==> src/fscd_pkg.sv <==
package fscd_pkg;

  // register map on the apb side
  localparam int         FSCD_APB_AW    = 8;
  localparam logic [7:0] FSCD_RATIO_OFS = 8'h00;
  localparam logic [7:0] FSCD_CFG_OFS   = 8'h04;
  localparam logic [7:0] FSCD_OPT_OFS   = 8'h08;
  localparam logic [7:0] FSCD_PROT_OFS  = 8'h0c;
  localparam logic [7:0] FSCD_STAT_OFS  = 8'h10;

  // field positions
  localparam int FSCD_RATIO_LD_BIT  = 7;
  localparam int FSCD_RATIO_PS_BIT  = 6;
  localparam int FSCD_RATIO_DIV_HI  = 5;
  localparam int FSCD_OPT_BACKDOOR_UNLOCK_PERMIT_BIT = 7;
  localparam int FSCD_OPT_SEC_HI    = 1;
  localparam int FSCD_OPT_SEC_LO    = 0;
  localparam int FSCD_CFG_KEYSEL    = 5;
  localparam int FSCD_STAT_ERR_BIT  = 0;

  // codes and addresses
  localparam logic [1:0]  FSCD_SEC_OPEN   = 2'h2;
  localparam logic [15:0] FSCD_KEY_BASE   = 16'hffb0;
  localparam logic [15:0] FSCD_VEC_BLOCK  = 16'hfe00;
  localparam logic [3:0]  FSCD_KEY_BYTES  = 4'h8;
  localparam logic [2:0]  FSCD_PRESC_LAST = 3'h7;

  // values after reset
  localparam logic [7:0] FSCD_OPT_RST   = 8'h03;
  localparam logic [7:0] FSCD_PROT_RST  = 8'hff;
  localparam logic [7:0] FSCD_RATIO_RST = 8'h00;

  typedef enum logic [0:0] {
    FSCD_LOAD = 1'b0,
    FSCD_RUN  = 1'b1
  } fscd_phase_t;

  typedef struct packed {
    logic        valid;
    logic        write;
    logic        src_secure;
    logic        bdm;
    logic        tgt_secure;
    logic        tgt_flash;
    logic [15:0] addr;
    logic [7:0]  wdata;
  } fscd_mreq_t;

  typedef struct packed {
    logic        valid;
    logic        write;
    logic [15:0] addr;
    logic [7:0]  wdata;
  } fscd_mfwd_t;

  typedef struct packed {
    logic       valid;
    logic [7:0] data;
  } fscd_mresp_t;

  typedef struct packed {
    fscd_phase_t phase;
    logic [7:0]  opt;
    logic [7:0]  prot;
    logic [7:0]  ratio;
    logic        key_sel;
    logic        acc_err;
    logic [3:0]  key_idx;
    logic        key_ok;
    logic [2:0]  pcnt;
    logic [5:0]  dcnt;
    logic        fclk_tick;
    logic [1:0]  blk_pipe;
    fscd_mfwd_t  fwd;
    fscd_mresp_t resp;
    logic [31:0] prdata;
    logic        pready;
    logic        pslverr;
    logic        dbg_en;
    logic        secure;
  } fscd_state_t;

  localparam fscd_state_t FSCD_STATE_RST = '{
    phase:  FSCD_LOAD,
    opt:    FSCD_OPT_RST,
    prot:   FSCD_PROT_RST,
    ratio:  FSCD_RATIO_RST,
    secure: 1'b1,
    default: '0
  };

endpackage

==> src/fscd_top.sv <==
`timescale 1ns/1ps
// Function
// RULE1 - unsecured code or debug port cannot touch flash/ram while secure; reads give zero
// RULE2 - code from secure memory has normal access; registers and debug stay reachable
// RULE3 - security field value 1:0 is unsecured, the other three are secure
// RULE4 - every reset copies the stored option byte into the working option register
// RULE5 - on-chip debug module cannot be enabled while secure
// RULE6 - with unlock permit at 0 there is no backdoor unlock
// RULE7 - with key entry selected, key location writes are compare values, not commands
// RULE8 - software writes key bytes in ascending order, never on adjacent bus cycles
// RULE9 - ending key entry with a full matching key sets security field to 1:0
// RULE10 - key writes count only from code running in secure memory
// RULE11 - key and option locations live inside the vector block
// RULE12 - working protection register is written only by debug commands
// RULE13 - a passing blank check disengages security until reset
// RULE14 - ratio bits 6:0 are write-once after reset, bit 7 read-only
// RULE15 - ratio-loaded flag clears at reset, sets on first ratio write; gates program/erase
// RULE16 - divider input is bus clock, or bus clock over 8 when prescale bit is set
// RULE17 - divider divides its input by ratio field plus one
// RULE18 - each timing pulse is one internal flash clock period
// RULE19 - software keeps the internal flash clock between 150 and 200 kHz
// RULE20 - flash write before the ratio is loaded sets access error and is dropped
// RULE21 - a mismatching key leaves the security state unchanged
module fscd_top
#(
  parameter logic [15:0] KEY_BASE_ADDR = fscd_pkg::FSCD_KEY_BASE
)
(
  input  wire logic                  core_clk_i,
  input  wire logic                  arst_n_i,
  input  wire logic                  ce_i,
  input  wire logic                  psel_i,
  input  wire logic                  penable_i,
  input  wire logic                  pwrite_i,
  input  wire logic [7:0]            paddr_i,
  input  wire logic [31:0]           pwdata_i,
  input  wire logic                  bdm_src_i,
  output logic [31:0]                prdata_o,
  output logic                       pready_o,
  output logic                       pslverr_o,
  input  wire logic [7:0]            stored_option_byte_i,
  input  wire logic [7:0]            stored_protection_byte_i,
  input  wire logic [63:0]           stored_unlock_code_i,
  input  wire fscd_pkg::fscd_mreq_t  mem_req_i,
  output fscd_pkg::fscd_mfwd_t       mem_fwd_o,
  input  wire logic                  mem_rvalid_i,
  input  wire logic [7:0]            mem_rdata_i,
  output fscd_pkg::fscd_mresp_t      mem_resp_o,
  input  wire logic                  blank_ok_i,
  input  wire logic                  dbg_en_req_i,
  output logic                       dbg_en_o,
  output logic                       secure_o,
  output logic [7:0]                 working_option_reg_o,
  output logic [7:0]                 working_protection_reg_o,
  output logic                       pe_enable_o,
  output logic                       access_error_flag_o,
  output logic                       fclk_tick_o
);
  import fscd_pkg::*;

  fscd_state_t s;
  fscd_state_t n;
  logic        sec_now;
  logic        permit;
  logic        loaded;
  logic        apb_setup;
  logic        apb_wr;
  logic [7:0]  reg_sel;
  logic        key_hit;
  logic        key_src_ok;
  logic        key_in_order;
  logic        blocked;
  logic        early_wr;
  logic [7:0]  key_byte;
  logic        key_close;
  logic        div_in_tick;
  logic        key_match;

  // key and option storage must share the protected vector block
  if (KEY_BASE_ADDR < FSCD_VEC_BLOCK || KEY_BASE_ADDR[2:0] != 3'h0) // RULE11
  begin : g_bad_key
    $error("key locations must be eight-aligned inside the vector block");
  end

  // decode of current state and requests
  assign sec_now = s.opt[FSCD_OPT_SEC_HI:FSCD_OPT_SEC_LO] != FSCD_SEC_OPEN; // RULE3
  assign permit = s.opt[FSCD_OPT_BACKDOOR_UNLOCK_PERMIT_BIT];
  assign loaded = s.ratio[FSCD_RATIO_LD_BIT];
  assign apb_setup = psel_i && !penable_i;
  assign apb_wr = psel_i && penable_i && s.pready && pwrite_i;
  assign reg_sel = paddr_i[FSCD_APB_AW-1:0];
  assign key_hit = mem_req_i.valid && mem_req_i.write && s.key_sel
                   && (mem_req_i.addr[15:3] == KEY_BASE_ADDR[15:3]); // RULE7
  // debug-sourced or unpermitted key writes poison the attempt
  assign key_src_ok = mem_req_i.src_secure && !mem_req_i.bdm && permit; // RULE10 RULE6
  assign key_in_order = (s.key_idx < FSCD_KEY_BYTES) && (mem_req_i.addr[2:0] == s.key_idx[2:0]);
  assign key_byte = stored_unlock_code_i[{s.key_idx[2:0], 3'h0} +: 8];
  assign blocked = mem_req_i.valid && sec_now && mem_req_i.tgt_secure
                   && (!mem_req_i.src_secure || mem_req_i.bdm); // RULE1 RULE2
  assign early_wr = mem_req_i.valid && mem_req_i.write && mem_req_i.tgt_flash && !loaded; // RULE20
  assign key_close = apb_wr && reg_sel == FSCD_CFG_OFS && !pwdata_i[FSCD_CFG_KEYSEL] && s.key_sel;
  assign key_match = s.key_idx == FSCD_KEY_BYTES && s.key_ok && permit;
  assign div_in_tick = !s.ratio[FSCD_RATIO_PS_BIT] || (s.pcnt == FSCD_PRESC_LAST); // RULE16

  // next-state logic for the whole block
  always_comb
  begin
    n = s;
    n.fclk_tick = 1'b0;
    n.fwd.valid = 1'b0;
    n.pready = apb_setup;
    n.dbg_en = dbg_en_req_i && !sec_now; // RULE5
    n.secure = sec_now;
    // blocked reads answer in the slot a real one-cycle memory would use
    n.blk_pipe = {s.blk_pipe[0], blocked && !mem_req_i.write && !key_hit};
    n.resp.valid = mem_rvalid_i || s.blk_pipe[1];
    n.resp.data = s.blk_pipe[1] ? 8'h00 : mem_rdata_i; // RULE1
    case (s.phase)
      FSCD_LOAD:
      begin
        n.opt = stored_option_byte_i; // RULE4
        n.prot = stored_protection_byte_i;
        n.phase = FSCD_RUN;
      end
      FSCD_RUN:
      begin
        // register writes come first so hardware sets below win over clears
        if (apb_wr)
        begin
          case (reg_sel)
            FSCD_RATIO_OFS:
              if (!loaded)
                n.ratio = {1'b1, pwdata_i[6:0]}; // RULE14 RULE15
            FSCD_CFG_OFS:
            begin
              n.key_sel = pwdata_i[FSCD_CFG_KEYSEL];
              if (pwdata_i[FSCD_CFG_KEYSEL] && !s.key_sel)
              begin
                n.key_idx = 4'h0;
                n.key_ok = 1'b1;
              end
            end
            FSCD_PROT_OFS:
              if (bdm_src_i)
                n.prot = pwdata_i[7:0]; // RULE12
            FSCD_STAT_OFS:
              if (pwdata_i[FSCD_STAT_ERR_BIT])
                n.acc_err = 1'b0;
            default: ;
          endcase
        end
        // a mismatch simply falls through and keeps the field
        if (key_close && key_match)
          n.opt[FSCD_OPT_SEC_HI:FSCD_OPT_SEC_LO] = FSCD_SEC_OPEN; // RULE9 RULE21
        if (blank_ok_i)
          n.opt[FSCD_OPT_SEC_HI:FSCD_OPT_SEC_LO] = FSCD_SEC_OPEN; // RULE13
        // memory access gate
        if (key_hit)
        begin
          if (key_src_ok && key_in_order)
          begin
            n.key_ok = s.key_ok && (mem_req_i.wdata == key_byte); // RULE7
            n.key_idx = s.key_idx + 4'h1;
          end
          else
            n.key_ok = 1'b0; // RULE10
        end
        else if (blocked)
          n.fwd.valid = 1'b0; // RULE1
        else if (early_wr)
          n.acc_err = 1'b1; // RULE20
        else if (mem_req_i.valid)
        begin
          n.fwd.valid = 1'b1; // RULE2
          n.fwd.write = mem_req_i.write;
          n.fwd.addr = mem_req_i.addr;
          n.fwd.wdata = mem_req_i.wdata;
        end
        // flash clock divider, idle until the ratio is loaded
        if (loaded)
        begin
          n.pcnt = s.pcnt + 3'h1;
          if (div_in_tick)
          begin
            if (s.dcnt == s.ratio[FSCD_RATIO_DIV_HI:0]) // RULE17
            begin
              n.dcnt = 6'h00;
              n.fclk_tick = 1'b1; // RULE18
            end
            else
              n.dcnt = s.dcnt + 6'h01;
          end
        end
      end
      default: n.phase = FSCD_LOAD;
    endcase
    // read data is captured in the setup cycle
    if (apb_setup)
    begin
      n.pslverr = 1'b0;
      case (reg_sel)
        FSCD_RATIO_OFS: n.prdata = {24'h000000, s.ratio};
        FSCD_CFG_OFS:   n.prdata = {26'h0000000, s.key_sel, 5'h00};
        FSCD_OPT_OFS:   n.prdata = {24'h000000, s.opt};
        FSCD_PROT_OFS:  n.prdata = {24'h000000, s.prot};
        FSCD_STAT_OFS:  n.prdata = {29'h00000000, loaded, sec_now, s.acc_err};
        default:
        begin
          n.prdata = 32'h00000000;
          n.pslverr = 1'b1;
        end
      endcase
    end
  end

  // single state register; clock enable freezes everything
  always_ff @(posedge core_clk_i or negedge arst_n_i)
  begin
    if (!arst_n_i)
      s <= FSCD_STATE_RST;
    else if (ce_i)
      s <= n;
  end

  // outputs straight from the state register
  assign prdata_o = s.prdata;
  assign pready_o = s.pready;
  assign pslverr_o = s.pslverr;
  assign mem_fwd_o = s.fwd;
  assign mem_resp_o = s.resp;
  assign dbg_en_o = s.dbg_en;
  assign secure_o = s.secure;
  assign working_option_reg_o = s.opt;
  assign working_protection_reg_o = s.prot;
  assign pe_enable_o = s.ratio[FSCD_RATIO_LD_BIT]; // RULE15
  assign access_error_flag_o = s.acc_err;
  assign fclk_tick_o = s.fclk_tick;
endmodule

==> config.mk <==
export PLATFORM = sky130hd
export DESIGN_NAME = fscd_top
export DESIGN_NICKNAME = d
export VERILOG_FILES = /design/src/fscd_pkg.sv /design/src/fscd_top.sv
export SDC_FILE = /design/constraint.sdc
export NUM_CORES = 1
export LEC_CHECK = 0
export BUFFER_PORTS_ARGS = -buffer_cell sky130_fd_sc_hd__buf_2
export CAP_MARGIN = 40
export CELL_PAD_IN_SITES_DETAIL_PLACEMENT = 1
export CELL_PAD_IN_SITES_GLOBAL_PLACEMENT = 2
export CORE_UTILIZATION = 25
export CTS_BUF_LIST = sky130_fd_sc_hd__clkbuf_8 sky130_fd_sc_hd__clkbuf_16
export CTS_CLUSTER_SIZE = 8
export DETAILED_ROUTE_END_ITERATION = 6
export PLACE_DENSITY_LB_ADDON = 0.1
export RECOVER_POWER = 25
export SETUP_SLACK_MARGIN = 0.05
export SKIP_CTS_REPAIR_TIMING = 1
export SLEW_MARGIN = 40
export SYNTH_ARGS = -nofsm -noshare
export SYNTH_HDL_FRONTEND = slang
export SYNTH_SLANG_ARGS = --single-unit
==> constraint.sdc <==
create_clock -name core_clk_i -period 2.05 [get_ports core_clk_i]
set_clock_uncertainty 0.2 [all_clocks]
set_input_delay 0.5125 -clock core_clk_i [delete_from_list [all_inputs] [get_ports core_clk_i]]
set_output_delay 0.5125 -clock core_clk_i [all_outputs]
set_load 0.1 [all_outputs]
==> summary.txt <==
Die Y - 151 µm
Result of the run - complete, but fails checks
Final hold violations - 0
Max Transition Viols Final - 0
Register bit total from synthesis - 91
WHS Endpoint - working_option_reg_o[3]
Peak supply drop - 0.274 mV
Yosys cell types - 52
Clock sinks - 91
Placer Congestion - 0.723
Final setup margin - -42.0 ps
First-pass GRT wire length - 26000 µm
Post-synth ARST share - 100%
Worst Setup SP - s[84]
Setup violations, final - 13
Synth top area share - 35.9%
EDFF count, synth - 0
Area Overhead vs Synth - 32.1%
Relative slew margins - 63.4%
Critical Path Max Stage Delay - 500 ps
Global Route Usage Sum - 15.2%
Die area - 0.0229 mm²
Grt total ovfl - 0
Clk root buf - clkbuf_16
Worst path slowest cell - mux4_2
Row cnt - 54
DR vias - 4489
FF-to-FF path depth - 7
Cell taking the most area after synthesis - dfrtp_1
Worst Max-Slew Pin Slew - 549 ps
Dpl cells - 991
Number of global-route vias before repair - 4744
Min cycle time layout - 2090 ps
Mapped Cells - 523
Drt wl/cell - 17.1 µm
Reg2Reg Capture Point - s[83]
Core Area - 0.0218 mm²
CP delay by family, top - multiplexers
CTS tree - done
Fmax - 478 MHz
Synth cell count leaders - buf_4, dfrtp_1, nand2_1
H-tree depth - 3
YS warnings - 0
Critical Path, Cell by Cell - buf_6 > mux4_2 > mux2i_1 > xnor2_1 > nor2_1 > nand4_1 > a21oi_1
RSZ-0062 raised after global routing - true
Drt total wl - 17300 µm
Max_cap viols - 0
Final std cells w/o fill - 1012
Nets - 900
Via density per instance - 4.44
Hold Path Origin - stored_option_byte_i[3]
DP Wirelength - 13900 µm
Top_reg_cell synth - dfrtp_1
Syn Area/Cell - 10.7 µm²
Clk_lat worst skew - 350 ps
Initial antenna violation count - 0
Worst R2R Start - s[84]
Failing checks - setup timing
ANT cells - 0
Crit path buffers/inverters - 1
Share of cells above drive strength 1 - 50.7%
CP required - 2140 ps
Die X - 151 µm
Starting Density - 25.5%
Setup crit end kind - flip-flop
Fin crit share - 102%
Clock transition at path regs - 70 ps
CP Class - flip-flop to flip-flop
Cell area after synthesis - 0.00557 mm²
Port bufs - 209
Worst slack at placement - -355 ps
Pwr Density - 814 mW/mm²
Startpoint Class - flip-flop
Clock buffer depth - 2
Synth area leaders - dfrtp_1, buf_4, mux2_2
Remaining routing DRC violations - 0
Crit Path Max Fanout - 5
Critical path depth - 7
Reg2Reg Setup Slack - -40 ps
Initial DRT Pass Iterations - 4
Lkg Pwr - 3.54 nW
Cts bufs inserted - 9
Min-Delay Path Class - input port to flip-flop
Arr. time, crit path - 2180 ps
Power, Total - 5.99 mW
WHS Path Cells - 2
IO Pins - 258
Antenna Nets Post-Route - 0
Most frequent cell after synthesis - buf_4
Seq/Total Area, Yosys - 41.1%
DRT iter0 DRCs - 125
Largest net degree at the start of global routing - 52
## worst max path at each step
stage	endpoint	slack (ps)
after global placement	mem_fwd_o[5]	-330
after global routing	s[83]	-200
after floorplan	mem_fwd_o[10]	-190
after CTS	s[83]	-230
after detailed placement	mem_fwd_o[0]	-350
final	s[83]	-40
## layout make-up
type                            instances  area, µm²
Multi-Input combinational cell        335       2640
Clock inverter                          6       73.8
Inverter                               16       60.1
Sequential cell                        91       2300
Clock buffer                           10        239
Timing Repair Buffer                  274       1700
Tap cell                              280        350
Fill cell                            2526      14500
## sequential cells by signal, indices dropped and copies added, names as in the netlist
name                      count
access_error_flag_o           1
dbg_en_o                      1
fclk_tick_o                   1
mem_fwd_o                    26
mem_resp_o                    9
n                             1
pe_enable_o                   1
prdata_o                      8
pready_o                      1
pslverr_o                     1
s                            24
secure_o                      1
working_option_reg_o          8
working_protection_reg_o      8
## metal layers
layer	up-vias	global-route usage (%)	part of all wire, %	wire [µm]
li1	2155	-	-	-
met1	2195	19.1	45	7690
met2	125	26.0	50	8620
met3	14	2.83	4.1	714
met4	0	4.75	1.4	233
met5	-	0	0	0
## layout by cell type (no fill, tap or decap), drive strengths merged, types with 4 or more instances in the layout
master	count
dfstp	11
inv	16
nand3b	10
a22o	4
nand2b	5
nor3	6
o31ai	9
nor2b	12
and3	5
a22oi	15
mux2	50
conb	24
clkbuf	24
a21oi	8
a31oi	11
dfrtp	80
buf	259
mux2i	24
ha	5
o21ai	31
nor2	21
xnor2	10
nand3	8
nand4	11
nand2	35
mux4	7
## metrics by stage
stage / hold WS, ps / area, µm² / setup TNS [ps] / util, %
floorplan: 16.9 / 5720 / -4590 / -
global placement: 226 / 6900 / -12350 / 31.6
detailed placement: 226 / 6900 / -13370 / 31.6
CTS: -160 / 7210 / -2810 / 33.1
global route: 185 / 7360 / -1920 / 33.7
finish: 189 / 7360 / -295 / 33.7
## power breakdown
group	total, mW	leakage [nW]	switching [mW]	internal (mW)
logic	2.16	2.27	1.67	0.485
clock network	1.77	0.147	0.782	0.992
registers	2.06	1.13	0.0973	1.96
total	5.99	3.54	2.55	3.44
## cells by family (layout without fill, tap and decap cells)
family | after synthesis | in the layout | synth area share, %
AND/OR/NAND/NOR | 124 | 124 | 11.9
XOR/XNOR | 13 | 13 | 2.04
flip-flops | 91 | 91 | 41.1
other | 1 | 24 | 0.0673
multiplexers | 81 | 81 | 18.7
adder cells (fa/ha/maj) | 5 | 5 | 1.12
AO/OA/AOI/OAI | 88 | 88 | 10.2
buffers and inverters | 120 | 306 | 14.8
Note: power is estimated with default switching activity, not from simulation.
